===== config.mk =====
export PLATFORM = sky130hd
export DESIGN_NAME = vjel_loader
export DESIGN_NICKNAME = d
export VERILOG_FILES = /design/src/vjel_pkg.sv /design/src/vjel_loader.sv /design/src/vjel_sync.sv
export VERILOG_INCLUDE_DIRS = /design/src
export SDC_FILE = /design/constraint.sdc
export NUM_CORES = 1
export LEC_CHECK = 0
export BUFFER_PORTS_ARGS = -buffer_cell sky130_fd_sc_hd__buf_2
export CORE_MARGIN = 8
export CORE_UTILIZATION = 25
export DETAILED_ROUTE_END_ITERATION = 8
export SETUP_SLACK_MARGIN = 0.02
export SYNTH_ARGS = -nofsm -noshare
export SYNTH_HDL_FRONTEND = slang
export SYNTH_SLANG_ARGS = --single-unit

===== constraint.sdc =====
create_clock -name sys_clk_i -period 1.8 [get_ports sys_clk_i]
set_input_delay 0.18 -clock sys_clk_i [delete_from_list [all_inputs] [get_ports sys_clk_i]]
set_output_delay 0.18 -clock sys_clk_i [all_outputs]
set_load 0.05 [all_outputs]

===== src/vjel_defines.svh =====
// Purpose: Constants for the VME-to-JTAG emergency loader
// Assumes: 125 MHz system clock; VME strobes sampled as asynchronous pins
// Notes:   Offsets, codes and counts live here; types live in the package
`ifndef VJEL_DEFINES_SVH
`define VJEL_DEFINES_SVH

`define VJEL_AM_USR0      6'h19
`define VJEL_AM_USR1      6'h1A
`define VJEL_AM_USR2      6'h1D
`define VJEL_AM_USR3      6'h1E
`define VJEL_AM_A24_MASK  6'h38
`define VJEL_AM_A24_STD   6'h38
`define VJEL_AM_A32_MASK  6'h38
`define VJEL_AM_A32_STD   6'h08
`define VJEL_AM_A32_BLT   6'h0B
`define VJEL_AM_A32_MBLT  6'h08
`define VJEL_ADR_PATTERN  17'h0_3FFF
`define VJEL_TDI_BIT      1
`define VJEL_TMS_BIT      0
`define VJEL_SW_CLK_BIT   8
`define VJEL_SW_BASE_BIT  7
`define VJEL_SW_IMG_BIT   6
`define VJEL_SETUP_NS     16
`define VJEL_TCK_HIGH_NS  40
`define VJEL_CLK_MHZ      125
`define VJEL_SETUP_CYC    (((`VJEL_SETUP_NS * `VJEL_CLK_MHZ) + 999) / 1000)
`define VJEL_TCK_HIGH_CYC (((`VJEL_TCK_HIGH_NS * `VJEL_CLK_MHZ) + 999) / 1000)

`endif


===== src/vjel_pkg.sv =====
// Purpose: Types shared by the emergency loader files
// Assumes: Nothing beyond the defines header
// Notes:   Holds only types
package vjel_pkg;

  typedef struct packed {
    logic [31:0] addr;
    logic [5:0]  am;
    logic [31:0] data;
    logic        write_n;
    logic        lword_n;
  } vjel_vme_s;

  typedef struct packed {
    logic tck;
    logic tms;
    logic tdi;
  } vjel_jtag_s;

  typedef enum logic [1:0] {
    VJEL_AMC_NONE,
    VJEL_AMC_EMERG,
    VJEL_AMC_A24,
    VJEL_AMC_A32BLK
  } vjel_amc_e;

  typedef enum logic [2:0] {
    VJEL_IDLE,
    VJEL_SETUP,
    VJEL_PULSE,
    VJEL_ACK,
    VJEL_WAIT_REL
  } vjel_state_e;

endpackage : vjel_pkg


===== src/vjel_loader.sv =====
// Purpose: Discrete-style VME to JTAG emergency loader with mode switch
// Assumes: VME pins are asynchronous; A24 decode uses the five base bits
// Notes:   Needs no help from the main FPGA; fed from the on-board clock
`timescale 1ns/1ns
`default_nettype none
`include "vjel_defines.svh"

module vjel_loader #(
  parameter int SETUP_CYC = `VJEL_SETUP_CYC,
  parameter int HIGH_CYC  = `VJEL_TCK_HIGH_CYC
) (
  // Clock and reset
  input  wire logic                 sys_clk_i,
  input  wire logic                 rstn_i,
  // VME slave pins
  input  wire logic                 vme_as_n_i,
  input  wire logic                 vme_ds_n_i,
  input  wire vjel_pkg::vjel_vme_s  vme_bus_i,
  input  wire logic [4:0]           vme_ga_n_i,
  input  wire logic                 vme64x_i,
  output logic                      vme_dtack_n_o,
  output logic                      vme_dtack_oe_n_o,
  // Mode switch and overrides
  input  wire logic [8:1]           mode_sw_i,
  input  wire logic                 clk_sel_ovr_en_i,
  input  wire logic                 clk_sel_ovr_i,
  input  wire logic                 image_fallback_boot_i,
  // Board controls
  output logic                      clk_onboard_sel_o,
  output logic                      boot_fallback_select_o,
  output logic [4:0]                a24_base_o,
  output logic [1:0]                am_class_o,
  // JTAG to PROM chain
  output vjel_pkg::vjel_jtag_s      jtag_o,
  output logic                      write_seen_o
);

  ////////////////////////////////////////////////////////////////////////////
  // Synchronisers: everything from the backplane crosses two flops

  localparam int NSYNC = 2 + $bits(vjel_pkg::vjel_vme_s) + 5 + 1 + 8 + 3;

  logic [NSYNC-1:0]    pins_raw;
  logic [NSYNC-1:0]    pins_s;
  logic                as_s;
  logic                ds_s;
  logic                as_n_s;
  logic                ds_n_s;
  vjel_pkg::vjel_vme_s bus_s;
  logic [4:0]          ga_n_s;
  logic                vme64x_s;
  logic [8:1]          sw_s;
  logic                ovr_en_s;
  logic                ovr_s;
  logic                fallback_s;

  // Strobes cross inverted so the flops' reset value reads as idle
  assign pins_raw = {~vme_as_n_i, ~vme_ds_n_i, vme_bus_i, vme_ga_n_i,
                     vme64x_i, mode_sw_i, clk_sel_ovr_en_i, clk_sel_ovr_i,
                     image_fallback_boot_i};
  assign {as_s, ds_s, bus_s, ga_n_s, vme64x_s, sw_s, ovr_en_s, ovr_s,
          fallback_s} = pins_s;
  assign as_n_s = ~as_s;
  assign ds_n_s = ~ds_s;

  vjel_sync #(
    .WIDTH (NSYNC)
  ) u_sync (
    .sys_clk_i (sys_clk_i),
    .rstn_i    (rstn_i),
    .async_i   (pins_raw),
    .sync_o    (pins_s)
  );

  ////////////////////////////////////////////////////////////////////////////
  // Mode switch

  logic [4:0] base_d;
  logic [4:0] base_sw;

  // Switch bit 1 carries A19, bit 5 carries A23
  for (genvar g = 0; g < 5; g++) begin : g_base_sw
    assign base_sw[g] = sw_s[g+1];
  end

  always_comb begin
    if (!sw_s[`VJEL_SW_BASE_BIT]) begin
      base_d = vme64x_s ? ~ga_n_s : 5'h0;
    end else begin
      base_d = base_sw;
    end
  end

  always_ff @(posedge sys_clk_i or negedge rstn_i) begin
    if (!rstn_i) begin
      a24_base_o <= 5'h0;
    end else begin
      a24_base_o <= base_d;
    end
  end

  // Software can override the switch through an FPGA-driven pin
  always_ff @(posedge sys_clk_i or negedge rstn_i) begin
    if (!rstn_i) begin
      clk_onboard_sel_o <= 1'b1;
    end else begin
      clk_onboard_sel_o <= ovr_en_s ? ovr_s : sw_s[`VJEL_SW_CLK_BIT];
    end
  end

  // Fallback only acts when image 1 was requested
  always_ff @(posedge sys_clk_i or negedge rstn_i) begin
    if (!rstn_i) begin
      boot_fallback_select_o <= 1'b0;
    end else begin
      boot_fallback_select_o <= sw_s[`VJEL_SW_IMG_BIT] & ~fallback_s;
    end
  end

  ////////////////////////////////////////////////////////////////////////////
  // Address modifier classes and decode

  vjel_pkg::vjel_amc_e amc;
  logic                adr_hit;
  logic                emerg_hit;

  always_comb begin
    unique case (bus_s.am)
      `VJEL_AM_USR0, `VJEL_AM_USR1, `VJEL_AM_USR2, `VJEL_AM_USR3: begin
        amc = vjel_pkg::VJEL_AMC_EMERG;
      end
      6'h39, 6'h3A, 6'h3D, 6'h3E: begin
        amc = vjel_pkg::VJEL_AMC_A24;
      end
      `VJEL_AM_A32_BLT, `VJEL_AM_A32_MBLT, 6'h0F, 6'h0C: begin
        amc = vjel_pkg::VJEL_AMC_A32BLK;
      end
      default: begin
        amc = vjel_pkg::VJEL_AMC_NONE;
      end
    endcase
  end

  // A[31:24] never looked at
  assign adr_hit = (bus_s.addr[23:19] == a24_base_o)
                && (bus_s.addr[18:2] == `VJEL_ADR_PATTERN);
  assign emerg_hit = (amc == vjel_pkg::VJEL_AMC_EMERG) && adr_hit
                  && !bus_s.write_n && !bus_s.lword_n;

  always_ff @(posedge sys_clk_i or negedge rstn_i) begin
    if (!rstn_i) begin
      am_class_o <= 2'h0;
    end else begin
      am_class_o <= as_n_s ? 2'h0 : 2'(amc);
    end
  end

  ////////////////////////////////////////////////////////////////////////////
  // JTAG sequencer: settle TMS/TDI, pulse TCK once, then acknowledge

  localparam logic [7:0] SETUP_N = 8'(SETUP_CYC);
  localparam logic [7:0] HIGH_N  = 8'(HIGH_CYC);

  vjel_pkg::vjel_state_e state_q;
  logic [7:0]            cnt_q;
  logic                  strobe;

  assign strobe = !as_n_s && !ds_n_s;

  always_ff @(posedge sys_clk_i or negedge rstn_i) begin
    if (!rstn_i) begin
      state_q <= vjel_pkg::VJEL_IDLE;
      cnt_q   <= 8'h00;
    end else begin
      unique case (state_q)
        vjel_pkg::VJEL_IDLE: begin
          cnt_q <= 8'h00;
          if (strobe && emerg_hit) begin
            state_q <= vjel_pkg::VJEL_SETUP;
          end
        end
        vjel_pkg::VJEL_SETUP: begin
          cnt_q <= cnt_q + 8'h01;
          if (cnt_q + 8'h01 >= SETUP_N) begin
            state_q <= vjel_pkg::VJEL_PULSE;
            cnt_q   <= 8'h00;
          end
        end
        vjel_pkg::VJEL_PULSE: begin
          cnt_q <= cnt_q + 8'h01;
          if (cnt_q + 8'h01 >= HIGH_N) begin
            state_q <= vjel_pkg::VJEL_ACK;
          end
        end
        vjel_pkg::VJEL_ACK: begin
          state_q <= vjel_pkg::VJEL_WAIT_REL;
        end
        vjel_pkg::VJEL_WAIT_REL: begin
          // One pulse per cycle: wait for the master to drop its data strobe
          if (ds_n_s) begin
            state_q <= vjel_pkg::VJEL_IDLE;
          end
        end
        // Unused codes fall back to idle rather than lock up
        default: begin
          state_q <= vjel_pkg::VJEL_IDLE;
        end
      endcase
    end
  end

  // Levels change only on an accepted write and then hold
  always_ff @(posedge sys_clk_i or negedge rstn_i) begin
    if (!rstn_i) begin
      jtag_o <= '0;
    end else begin
      if (state_q == vjel_pkg::VJEL_IDLE && strobe && emerg_hit) begin
        jtag_o.tms <= bus_s.data[`VJEL_TMS_BIT];
        jtag_o.tdi <= bus_s.data[`VJEL_TDI_BIT];
      end
      jtag_o.tck <= (state_q == vjel_pkg::VJEL_PULSE
                     && cnt_q + 8'h01 < HIGH_N)
                 || (state_q == vjel_pkg::VJEL_SETUP
                     && cnt_q + 8'h01 >= SETUP_N);
    end
  end

  // DTACK is open-drain: enable low while pulling the line
  always_ff @(posedge sys_clk_i or negedge rstn_i) begin
    if (!rstn_i) begin
      vme_dtack_n_o    <= 1'b1;
      vme_dtack_oe_n_o <= 1'b1;
      write_seen_o     <= 1'b0;
    end else begin
      vme_dtack_n_o    <= !(state_q == vjel_pkg::VJEL_ACK
                         || (state_q == vjel_pkg::VJEL_WAIT_REL && !ds_n_s));
      vme_dtack_oe_n_o <= !(state_q == vjel_pkg::VJEL_ACK
                         || (state_q == vjel_pkg::VJEL_WAIT_REL && !ds_n_s));
      write_seen_o     <= (state_q == vjel_pkg::VJEL_ACK);
    end
  end

endmodule : vjel_loader

`default_nettype wire


===== src/vjel_sync.sv =====
// Purpose: Two-stage synchroniser for a vector of asynchronous pins
// Assumes: Inputs are quasi-static once the strobe that qualifies them is seen
// Notes:   First stage feeds only the second stage
`timescale 1ns/1ns
`default_nettype none

module vjel_sync #(
  parameter int WIDTH = 1
) (
  // Clock and reset
  input  wire logic             sys_clk_i,
  input  wire logic             rstn_i,
  // Pins
  input  wire logic [WIDTH-1:0] async_i,
  output logic      [WIDTH-1:0] sync_o
);

  logic [WIDTH-1:0] meta_q;

  always_ff @(posedge sys_clk_i or negedge rstn_i) begin
    if (!rstn_i) begin
      meta_q <= '0;
      sync_o <= '0;
    end else begin
      meta_q <= async_i;
      sync_o <= meta_q;
    end
  end

endmodule : vjel_sync

`default_nettype wire


Yosys cells after proc, flatten, opt, wreduce, memory -nomap -nowiden
Cells that the tools add are included.
{"block": "totals", "out_inout_bits": 15, "register_bits": 207, "in_bits": 93, "wordCells": 79}
{"block": "op_classes", "magnitude_cmp": 3, "n_bitwise": 5, "reduce_logical": 22, "n_mux": 12, "n_eq_ne": 23, "add_sub_neg": 1}
{"op": "$eq 6x4->1 const B", "count": 4}
{"op": "$eq 6x5->1 const B", "count": 4}
{"op": "$eq 6x6->1 const B", "count": 4}
{"op": "$pmux 8 s3", "count": 1}
{"op": "$eq 17x14->1 const B", "count": 1}
{"op": "$pmux 3 s5", "count": 1}
{"op": "$mux 3", "count": 4}
{"op": "$reduce_or 4->1", "count": 3}
{"op": "$logic_and 1x1->1", "count": 11}
{"op": "$mux 5", "count": 2}
{"op": "$add 8x1->8 const B", "count": 1}
{"op": "$ge 8x2->1 const B", "count": 1}
{"op": "$ge 8x3->1 const B", "count": 1}
{"op": "$lt 8x3->1 const B", "count": 1}
{"op": "$mux 8", "count": 1}
{"op": "$ne 2x2->1 const B", "count": 4}
{"op": "$eq 3x2->1 const B", "count": 2}
{"op": "$pmux 2 s3", "count": 1}
{"op": "$eq 5x5->1", "count": 1}
{"op": "$not 5->5", "count": 1}
{"op": "$reduce_and 4->1", "count": 1}
{"op": "$eq 3x1->1 const B", "count": 1}
{"op": "$eq 3x3->1 const B", "count": 1}
{"op": "$logic_not 1->1", "count": 3}
{"op": "8 further kinds", "count": 11}

Logic depth before layout (Yosys ltp)
Gate-level depths: netlist (run 1).
{"block": "logic_depth", "word_depth": 10, "depth_mapped": 6, "ltp_nobuf": 6}

Modules after synthesis
From an unflattened synthesis (run 1), not the netlist that was laid out.
{"block": "hier_totals", "hier_cells": 332, "hier_area_um2": 5906.9}
{"mod": "vjel_sync", "cells_each": 182, "instances": 1, "area_each_um2": 4554.4}
{"mod": "vjel_loader", "cells_each": 150, "instances": 1, "area_each_um2": 1352.5}

Worst setup path before layout (run 1)
Ideal clock, no wire load.
{"block": "synth_timing", "path_kind": "reg2reg", "from": "reg a24_base_o[0]", "to": "reg jtag_o[0] (netlist name)", "path_stages_with_launch": 6, "arrival_ns": 1.663, "n_path_buf": 0, "setup_slack_ns": 0.013, "cell_sequence": "dfrtp_1 -> xor2_1 -> nor4_1 -> nand4_1 -> nor2_1 -> mux2_2"}
{"block": "synth_via", "elab_chain_cells": 6}
{"item": "start, declared", "line": "vjel_loader.sv:31", "text": "output logic [4:0] a24_base_o,"}
{"item": "start signal, assigned", "line": "vjel_loader.sv:98", "text": "a24_base_o <= base_d;"}
{"item": "$eq 5x5->1", "line": "vjel_loader.sv:145", "text": "assign adr_hit = (bus_s.addr[23:19] == a24_base_o)"}
{"item": "$logic_and 1x1->1", "line": "vjel_loader.sv:145"}
{"item": "$logic_and 1x1->1", "line": "vjel_loader.sv:147", "text": "assign emerg_hit = (amc == vjel_pkg::VJEL_AMC_EMERG) && adr_hit"}
{"item": "$logic_and 1x1->1 (2 in series)", "line": "vjel_loader.sv:148", "text": "&& !bus_s.write_n && !bus_s.lword_n;"}
{"item": "$logic_and 1x1->1", "line": "vjel_loader.sv:217", "text": "if (state_q == vjel_pkg::VJEL_IDLE && strobe && emerg_hit) begin"}
{"item": "end, declared", "line": "vjel_loader.sv:34", "text": "output vjel_pkg::vjel_jtag_s jtag_o,"}
No other way between the ends.
A chain may end at the register's enable or synchronous reset.

Worst setup path in the final report (run 1)
{"block": "layout_timing", "from": "reg state_q[2]", "to": "reg jtag_o[1] (netlist name)"}
{"block": "layout_via", "elab_chain_cells": 3}
{"item": "start, declared", "line": "vjel_loader.sv:164", "text": "vjel_pkg::vjel_state_e state_q;"}
{"item": "start signal, assigned", "line": "vjel_loader.sv:172", "text": "state_q <= vjel_pkg::VJEL_IDLE;"}
{"item": "start signal, assigned", "line": "vjel_loader.sv:179", "text": "state_q <= vjel_pkg::VJEL_SETUP;"}
{"item": "start signal, assigned", "line": "vjel_loader.sv:185", "text": "state_q <= vjel_pkg::VJEL_PULSE;"}
{"item": "$logic_not 3->1", "line": "vjel_loader.sv:217"}
{"item": "$logic_and 1x1->1 (2 in series)", "line": "vjel_loader.sv:217"}
No other way between the ends.

==> flow_summary.json, run 1 <==
{
  "period_share_pct": 104,
  "ant_nets": 0,
  "yosysTopAreaCellShare_pct": 79.5,
  "hp-class": "input port to asynchronous set/reset pin",
  "drt_iter0_markers": 82,
  "cp_max_fo": 2,
  "fmax_mhz": 536,
  "fin_cells": 586,
  "cts.sinks": 125,
  "status": "complete, but fails checks",
  "htree_levels": 4,
  "cts_tree": "yes",
  "hold_violations": 0,
  "pin_count": 108,
  "fin_crit_ps": 1860,
  "cp.arrival_ps": 2150,
  "slew_headroom_pct": 66.0,
  "clock_power_share_pct": 52.4,
  "p_leak_nw": 2.62,
  "io_buffers": 66,
  "synth-simple-area-share_pct": 7.89,
  "power_switching_mw": 1.47,
  "seq_power_share_pct": 43.1,
  "final-max-slew-violation-count": 0,
  "diodes": 0,
  "clk_pin_slew_ps": 60,
  "grt-ovfl-total": 0,
  "fin_ws_ps": -64.6,
  "synth_edf_count": 0,
  "grt_antenna_before_repair": 0,
  "die-area_um2": 19700,
  "cp.required_ps": 2080,
  "ys.flop_type": "dfrtp_1",
  "fin_skew_ps": 7.13,
  "cts_buffers": 17,
  "yosys-top-cells-area": "dfrtp_1 (80%), o21ai_0 (2.1%), nand2_1 (1.5%), dfstp_2 (1.4%), nor2_1 (1.2%)",
  "dpl.cell_count": 501,
  "place_congestion": 0.750,
  "drive_gt1_share_pct": 31.9,
  "track_usage_pct": 8.34,
  "yosys.cell_types.count": 42,
  "grt_setup_unrepaired": "true",
  "cap_violations": 0,
  "yosys_warnings": 0,
  "synth_top_family_by_area": "simple AND/OR/NAND/NOR gates",
  "grt_pass1_vias": 2604,
  "comb_power_share_pct": 4.5,
  "violations": "negative setup slack",
  "worst_setup_path_start_kind": "register",
  "fp.dieW_um": 140,
  "synth-xor-area-share_pct": 2.26,
  "grt_pass1_wl_mm": 12.6,
  "end_kind": "register",
  "chipHeight_um": 140,
  "route.detailed.drc": 0,
  "worstMarginPinSlew_ps": 509,
  "rows": 45,
  "clock_path_buffers": 2,
  "fin_total_pwr_mw": 6.91,
  "cts_root_buffer": "clkbuf_16",
  "p_per_area_nw_per_um2": 1210,
  "ir_drop_mv": 0.959,
  "final_area_um2": 5710,
  "yosysSeqAreaShare_pct": 80.9,
  "synth_cells": 241,
  "syn_avg_cell_area_um2": 16.1,
  "vias_per_cell": 3.98,
  "syn_to_final_growth_pct": 47.6,
  "intPower_mw": 5.44,
  "crit_type": "register to register",
  "wl_mm": 7.33,
  "hpwl_mm": 4.58,
  "yosysTopAreaCell": "dfrtp_1",
  "vias": 2331,
  "pre_cts_ws_ps": -192,
  "ys_seq_elements": 125,
  "netSwitchingFraction_pct": 21.3,
  "async_flop_share_pct": 100,
  "syn_nets": 337,
  "clkLatencyLatePin_ps": 410,
  "drt_first_pass_iters": 5,
  "start_util_pct": 25.6,
  "fin_nets": 481,
  "synth_compound_area_share_pct": 5.79,
  "synth_fa_ha_area_share_pct": 0.970,
  "placed_area_um2": 4530,
  "grt_max_degree": 49,
  "coreArea_um2": 15100,
  "syn_area_um2": 3870,
  "wire_per_inst_um": 12.5,
  "final-setup-viol-count": 2,
  "synth_mux_area_share_pct": 0.873
}
[through the flow]
stage / hold slack, ps / util [%] / setup TNS (ps)
final: 166 / 37.7 / -128
after floorplan: -116 / - / 0
after detailed placement: 39.6 / 29.9 / -378
after global routing: 167 / 37.7 / -598
after global placement: 38.2 / 29.9 / -464
after CTS: 160 / 37.6 / -246
[cell usage in the layout (no fill, tap or decap), drive strengths merged, types with 2 or more instances in the layout]
cell type / instances
nor2: 12
inv: 10
dlygate4sd3: 51
nor4: 2
a41oi: 2
xnor2: 5
buf: 80
nand4: 6
dfstp: 2
o2111a: 2
a22o: 2
a31oi: 4
bufinv: 4
clkinv: 2
and3: 2
nor3: 2
o21ai: 17
clkinvlp: 3
ha: 3
mux2: 3
and2: 3
dfrtp: 123
nand2: 15
xor2: 5
clkbuf: 18
nand2b: 5
[layout make-up]
type / count / area [um^2]
clock buffers: 18 / 429
clock inverters: 14 / 206
fillers: 1385 / 9430
inverters: 5 / 18.8
multi-input cells: 105 / 707
flip-flops and latches: 125 / 3130
well taps: 188 / 235
repair buffers: 131 / 986
[logic make-up after synthesis]
family                     after synthesis
DFF                                    125
and+or+nand+nor                         57
AOI/OAI and AO/OA                       32
buffers and inverters                   11
xor gates and xnor gates                10
muxes                                    3
adders and majority gates                3
[worst max-delay path, cell delays in order (launching register included)]
cell and delay [ps]:
dfrtp_1 420, nand4b_1 210, nor4_2 270, buf_4 160
nand4_1 120, nor2_1 120, buf_4 150, mux2_4 290
[per-layer routing]
layer	wire [um]	part of all wire [%]	global-route usage, %	vias up
li1	-	-	-	1105
met1	2960	40	8.75	1154
met2	3860	53	14.1	61
met3	325	4.4	3.40	11
met4	187	2.5	4.51	0
met5	0	0	0	-
[power groups by stage]
stage,sequential [mW],combinational [mW],clock (mW)
2_1_floorplan,3.07,0.0341,0
3_3_place_gp,3.03,0.228,0
3_5_place_dp,3.03,0.233,0
4_1_cts,2.98,0.319,3.70
5_1_grt,2.99,0.347,3.83
6_report,2.98,0.312,3.62
[cell usage after synthesis, types with 2 or more instances]
| master | n |
|---|---|
| nor3_1 | 2 |
| a31oi_1 | 4 |
| nand2b_1 | 5 |
| nor2_1 | 12 |
| nor4_1 | 2 |
| o2111a_1 | 2 |
| mux2_2 | 3 |
| xor2_1 | 5 |
| nand2_1 | 15 |
| nand4_1 | 6 |
| inv_1 | 5 |
| xnor2_1 | 5 |
| ha_1 | 3 |
| a22o_1 | 2 |
| o21ai_0 | 16 |
| dfstp_2 | 2 |
| dfrtp_1 | 123 |
| and2_2 | 2 |
| clkbuf_1 | 4 |
[registers in the layout, indices dropped and copies added (netlist names)]
name and cells:
a24_base_o 5, am_class_o 2, boot_fallback_select_o 1, clk_onboard_sel_o 1, cnt_q 8, jtag_o 3, state_q 3, u_sync.meta_q 50
u_sync.sync_o 50, vme_dtack_oe_n_o 1, write_seen_o 1
[timing repair]
action / 4_1_cts / 5_1_grt
hold endpoints to repair: 173 / 0
setup buffers: 0 / 2
endpoints found under the setup margin: 3 / 5
pin swaps: 1 / 1
resized for setup: 3 / 2
hold buffers: 51 / 0
[final timing paths]
check                                       startpoint                           to  slack [ps]  depth (start not counted)
setup / recovery                state_q[2]$_DFFE_PN0P_        jtag_o[1]$_DFFE_PN0P_         -60                          7
hold / removal                                  rstn_i   u_sync.sync_o[6]$_DFF_PN0_         170                          2
setup reg to reg                state_q[2]$_DFFE_PN0P_        jtag_o[1]$_DFFE_PN0P_         -60                          7
hold reg to reg            u_sync.meta_q[67]$_DFF_PN0_  u_sync.sync_o[67]$_DFF_PN0_         340                          0
max in group asynchronous                       rstn_i   vme_dtack_oe_n_o$_DFF_PN1_        1080                          3
min in group sys_clk_i     u_sync.meta_q[67]$_DFF_PN0_  u_sync.sync_o[67]$_DFF_PN0_         340                          0
No activity file was read; power rests on OpenSTA's default activity.
==> inputs of run 2 (changes only) <==
CORE_ASPECT_RATIO = 0.5   (was unset)
CORE_MARGIN = 10   (was 8)
==> run 2 against run 1 <==
The flow now finishes without violations; critical path depth fell by 2; setup slack improved by 85 ps; worst hold slack improved by 120 ps; combinational power rose by 2%; total power fell by 1.9%; maximum frequency rose by 4.8%; sequential cell count did not move; via count fell by 0.82%; sequential share of layout area fell by 0.22 points; clock skew rose by 1.7 ps; wire length rose by 4.8%; final area rose by 0.39%; largest cell class unchanged.
==> flow_summary.json, run 2 (same netlist as run 1, synthesis figures left out) <==
{
  "netSwitchingFraction_pct": 23.2,
  "die-area_um2": 21200,
  "route.detailed.drc": 0,
  "seq_area_um2": 3130,
  "final_cell_mix": "dfrtp_1 (122), buf_2 (65), dlygate4sd3_1 (51)",
  "ant_nets": 0,
  "seq_power_share_pct": 43.9,
  "vias_per_cell": 3.84,
  "clk_pin_slew_ps": 60,
  "coreArea_um2": 15300,
  "crit_type": "register to register",
  "fin_crit_ps": 1780,
  "hpwl_mm": 4.93,
  "final_area_um2": 5740,
  "grt_pass1_wl_mm": 12.6,
  "io_buffers": 66,
  "intPower_mw": 5.21,
  "end_kind": "register",
  "diodes": 0,
  "worst-path-buf-inv": 0,
  "worst_setup_path_start_kind": "register",
  "largestRegisters": "u_sync.meta_q: 50 flops, u_sync.sync_o: 50 flops, cnt_q: 8 flops",
  "fin_skew_ps": 8.87,
  "rows": 32,
  "grt_use_met2_pct": 14.4,
  "period_share_pct": 98.9,
  "grt_antenna_before_repair": 0,
  "chipHeight_um": 108,
  "fin_nets": 481,
  "comb_power_share_pct": 4.7,
  "start_util_pct": 25.3,
  "fill_cells": 1435,
  "cp_max_fo": 2,
  "drt_iter0_markers": 89,
  "place_congestion": 0.760,
  "fin_ws_ps": 20.3,
  "fin_total_pwr_mw": 6.78,
  "mostFrequentLayoutCell": "dfrtp_1",
  "wl_mm": 7.68,
  "slew_headroom_pct": 66.5,
  "drive_gt1_share_pct": 33.4,
  "vias": 2312,
  "htree_levels": 4,
  "crit_chain": "or3_4 -> nor4_2 -> nand4_1 -> nor2_4 -> mux2_4",
  "multiInputGateArea_um2": 752,
  "pre_cts_ws_ps": -158,
  "p_leak_nw": 2.62,
  "placed_area_um2": 4540,
  "cp_top_family": "simple AND/OR/NAND/NOR gates",
  "track_usage_pct": 7.76,
  "grt_setup_unrepaired": "true",
  "drt_first_pass_iters": 4,
  "wire_per_inst_um": 12.8,
  "final-setup-viol-count": 0,
  "clkLatencyLatePin_ps": 410,
  "status": "finished, final reports clean",
  "power_switching_mw": 1.58,
  "p_per_area_nw_per_um2": 1180,
  "cp.arrival_ps": 2070,
  "cts_root_buffer": "clkbuf_16",
  "cts_buffers": 17,
  "grtUsageMet3_pct": 2.35,
  "cap_violations": 0,
  "slowest_delay_ps": 380,
  "busiest_layer": "met2",
  "cts_tree": "yes",
  "crit_slowest_cell": "or3_4",
  "hold_violations": 0,
  "cts.sinks": 125,
  "fp.dieW_um": 196,
  "fmax_mhz": 562,
  "timing.hold.ws_ps": 288,
  "grt-ovfl-total": 0,
  "grt_pass1_vias": 2556,
  "final-max-slew-violation-count": 0,
  "final_util_pct": 37.5,
  "cp.required_ps": 2090,
  "clock_path_buffers": 2,
  "syn_to_final_growth_pct": 48.2,
  "worstMarginPinSlew_ps": 502,
  "grtUsageMet1_pct": 7.74,
  "pin_count": 108,
  "clock_power_share_pct": 51.4,
  "grt_max_degree": 46,
  "hp-class": "input port to asynchronous set/reset pin",
  "ir_drop_mv": 0.635
}
## run 2: final cells by class
class                      count  share of cell area, %
sequential                   125                   54.6
timing repair buffer         131                   16.8
multi-input combinational    105                   13.1
clock buffer                  17                   7.42
tap                          204                   4.45
clock inverter                15                   3.36
inverter                       5                  0.327
## run 2: through the flow
stage	instances	TNS, ps
final	602	0
after global routing	602	-183
after CTS	601	-139
after detailed placement	518	-302
after global placement	518	-321
after floorplan	241	0
## run 2: worst reg2reg max path, stage by stage, from the launching register on
cell	delay [ps]
dfrtp_1	360
or3_4	380
nor4_2	200
nand4_1	230
nor2_4	190
mux2_4	320
## run 2: final timing paths
check | slack, ps | from | cells after the start | to
worst max register to register | 20 | u_sync.sync_o[75]$_DFF_PN0_ | 5 | jtag_o[0]$_DFFE_PN0P_
worst max-delay path | 20 | u_sync.sync_o[75]$_DFF_PN0_ | 5 | jtag_o[0]$_DFFE_PN0P_
min in group sys_clk_i | 340 | u_sync.meta_q[56]$_DFF_PN0_ | 0 | u_sync.sync_o[56]$_DFF_PN0_
max in group asynchronous | 810 | rstn_i | 3 | u_sync.meta_q[90]$_DFF_PN0_
worst min register to register | 340 | u_sync.meta_q[56]$_DFF_PN0_ | 0 | u_sync.sync_o[56]$_DFF_PN0_
worst min-delay path | 290 | rstn_i | 2 | a24_base_o[0]$_DFF_PN0_
## run 2: per-layer routing
metal | wire length, um | part of all wire (%) | up-vias
li1 | - | - | 1104
met1 | 2980 | 39 | 1162
met2 | 4320 | 56 | 36
met3 | 249 | 3.2 | 10
met4 | 129 | 1.7 | 0
met5 | 0 | 0 | -
## run 2: timing repair
item,CTS,global route
resized for setup,5,6
endpoints found under the hold margin,84,0
setup endpoints to repair,2,6
hold buffers,51,0
buffers inserted,0,1
pin swaps,4,6
## run 2: power by group through the flow
| stage | clock, mW | combinational (mW) | sequential, mW |
|---|---|---|---|
| 6_report | 3.49 | 0.318 | 2.98 |
| 4_1_cts | 3.57 | 0.320 | 2.98 |
| 2_1_floorplan | 0 | 0.0341 | 3.07 |
| 3_3_place_gp | 0 | 0.228 | 3.03 |
| 5_1_grt | 3.71 | 0.352 | 2.99 |
| 3_5_place_dp | 0 | 0.231 | 3.03 |
==> inputs of run 3 (changes only) <==
ABC_CLOCK_PERIOD_IN_PS = 1800   (was unset)
CELL_PAD_IN_SITES_DETAIL_PLACEMENT = 1   (was unset)
CELL_PAD_IN_SITES_GLOBAL_PLACEMENT = 2   (was unset)
MAX_ROUTING_LAYER = met4   (was unset)
PLACE_DENSITY_LB_ADDON = 0.1   (was unset)
==> run 3 against run 2 <==
The flow now finishes with violations (negative setup slack); sequential share of layout area decreased by 0.67 points; critical endpoint unchanged; non-clock buffer count increased by 9; global-route usage increased by 1.0 points; largest power group unchanged; via count increased by 3.7%; die area unchanged; critical path type unchanged; sequential power about the same; register-to-register slack got worse by 60 ps; core utilization increased by 0.48 points; clock skew decreased by 0.83 ps.
==> flow_summary.json, run 3 (same netlist as run 1, synthesis figures left out) <==
{
  "fin_skew_ps": 8.04,
  "clock_path_buffers": 2,
  "htree_levels": 4,
  "final-setup-viol-count": 2,
  "cts_buffers": 17,
  "dpl.cell_count": 521,
  "ir_drop_mv": 0.537,
  "worst_setup_path_start_kind": "register",
  "p_leak_nw": 2.66,
  "crit_slowest_cell": "dfrtp_1",
  "grt_max_degree": 55,
  "cp.arrival_ps": 2140,
  "grt_pass1_wl_mm": 14.0,
  "drt_iter0_markers": 56,
  "wire_per_inst_um": 13.7,
  "crit_type": "register to register",
  "cts.sinks": 125,
  "fin_ws_ps": -39.5,
  "slowest_delay_ps": 380,
  "cp_common_cell": "buf_4",
  "hpwl_mm": 5.53,
  "status": "complete, but fails checks",
  "grt_setup_unrepaired": "true",
  "period_share_pct": 102,
  "chipHeight_um": 108,
  "wl_mm": 8.35,
  "p_per_area_nw_per_um2": 1190,
  "place_congestion": 0.709,
  "diodes": 0,
  "grt_antenna_before_repair": 0,
  "hp-class": "input port to asynchronous set/reset pin",
  "cp_top_family": "simple AND/OR/NAND/NOR gates",
  "grt_pass1_vias": 2834,
  "placed_area_um2": 4570,
  "cts_root_buffer": "clkbuf_16",
  "fin_cells": 611,
  "vias_per_cell": 3.92,
  "worst-path-buf-inv": 2,
  "die-area_um2": 21200,
  "final-max-slew-violation-count": 0,
  "cap_violations": 0,
  "track_usage_pct": 8.78,
  "coreArea_um2": 15300,
  "drive_gt1_share_pct": 34.4,
  "fp.dieW_um": 196,
  "pin_count": 108,
  "start_util_pct": 25.3,
  "largestRegisters": "u_sync.meta_q: 50 flops, u_sync.sync_o: 50 flops, cnt_q: 8 flops",
  "end_kind": "register",
  "mostFrequentLayoutCell": "dfrtp_1",
  "worstMarginPinSlew_ps": 560,
  "clk_pin_slew_ps": 60,
  "fin_total_pwr_mw": 6.92,
  "ant_nets": 0,
  "final_cell_mix": "dfrtp_1 (121), buf_2 (65), dlygate4sd3_1 (51)",
  "violations": "negative setup slack",
  "route.detailed.drc": 0,
  "clkLatencyLatePin_ps": 410,
  "crit_chain": "xor2_1 -> nor4_2 -> buf_4 -> nand4_1 -> buf_4 -> nor2_4 -> mux2_4",
  "final_area_um2": 5810,
  "hold_violations": 0,
  "fin_nets": 490,
  "final_util_pct": 38.0,
  "vias": 2397,
  "grt-ovfl-total": 0,
  "rows": 32,
  "cp.required_ps": 2100,
  "cp_max_fo": 2,
  "fin_crit_ps": 1840,
  "fmax_mhz": 544,
  "drt_first_pass_iters": 4,
  "io_buffers": 66,
  "syn_to_final_growth_pct": 50.1,
  "slew_headroom_pct": 62.6,
  "tns_ps": -77.4,
  "cts_tree": "yes"
}
-- run 3: worst paths after layout --
check | startpoint | end | slack (ps) | cells past startpoint
setup / recovery | u_sync.sync_o[80]$_DFF_PN0_ | jtag_o[0]$_DFFE_PN0P_ | -40 | 7
hold / removal | rstn_i | u_sync.sync_o[9]$_DFF_PN0_ | 220 | 2
setup reg to reg | u_sync.sync_o[80]$_DFF_PN0_ | jtag_o[0]$_DFFE_PN0P_ | -40 | 7
hold reg to reg | u_sync.meta_q[70]$_DFF_PN0_ | u_sync.sync_o[70]$_DFF_PN0_ | 340 | 0
max in group asynchronous | rstn_i | vme_dtack_oe_n_o$_DFF_PN1_ | 920 | 3
min in group sys_clk_i | u_sync.meta_q[70]$_DFF_PN0_ | u_sync.sync_o[70]$_DFF_PN0_ | 340 | 0
-- run 3: layout make-up --
class	instances	area (um^2)
flip-flops and latches	125	3130
well taps	204	255
clock inverters	14	195
fillers	1618	9480
multi-input cells	105	738
repair buffers	140	1040
inverters	5	18.8
clock buffers	18	429
-- run 3: stage by stage --
stage                     setup slack, ps  hold WS [ps]
after detailed placement             -296           118
after global routing                 -186           245
after CTS                            -105           219
after floorplan                      26.0          -116
after global placement               -306           108
final                               -39.5           217
-- run 3: where the power goes --
part	internal, mW	switching, mW
Clock	2.24	1.37
Sequential	2.94	0.0416
Combinational	0.170	0.164
Total	5.35	1.58
-- run 3: repair_timing --
action,4_1_cts,5_1_grt
hold buffers,51,0
endpoints found under the hold margin,74,0
pin swaps,9,3
setup buffers,4,3
resized for setup,6,5
setup endpoints to repair,5,5
-- run 3: per-layer routing --
layer  vias to the layer above  track usage [%]  routed length [um]
met5                         -                -                   0
met4                         0             3.25                 108
met3                         9             3.61                 264
met2                        38             14.6                4450
met1                      1227             9.31                3530
li1                       1123                -                   -
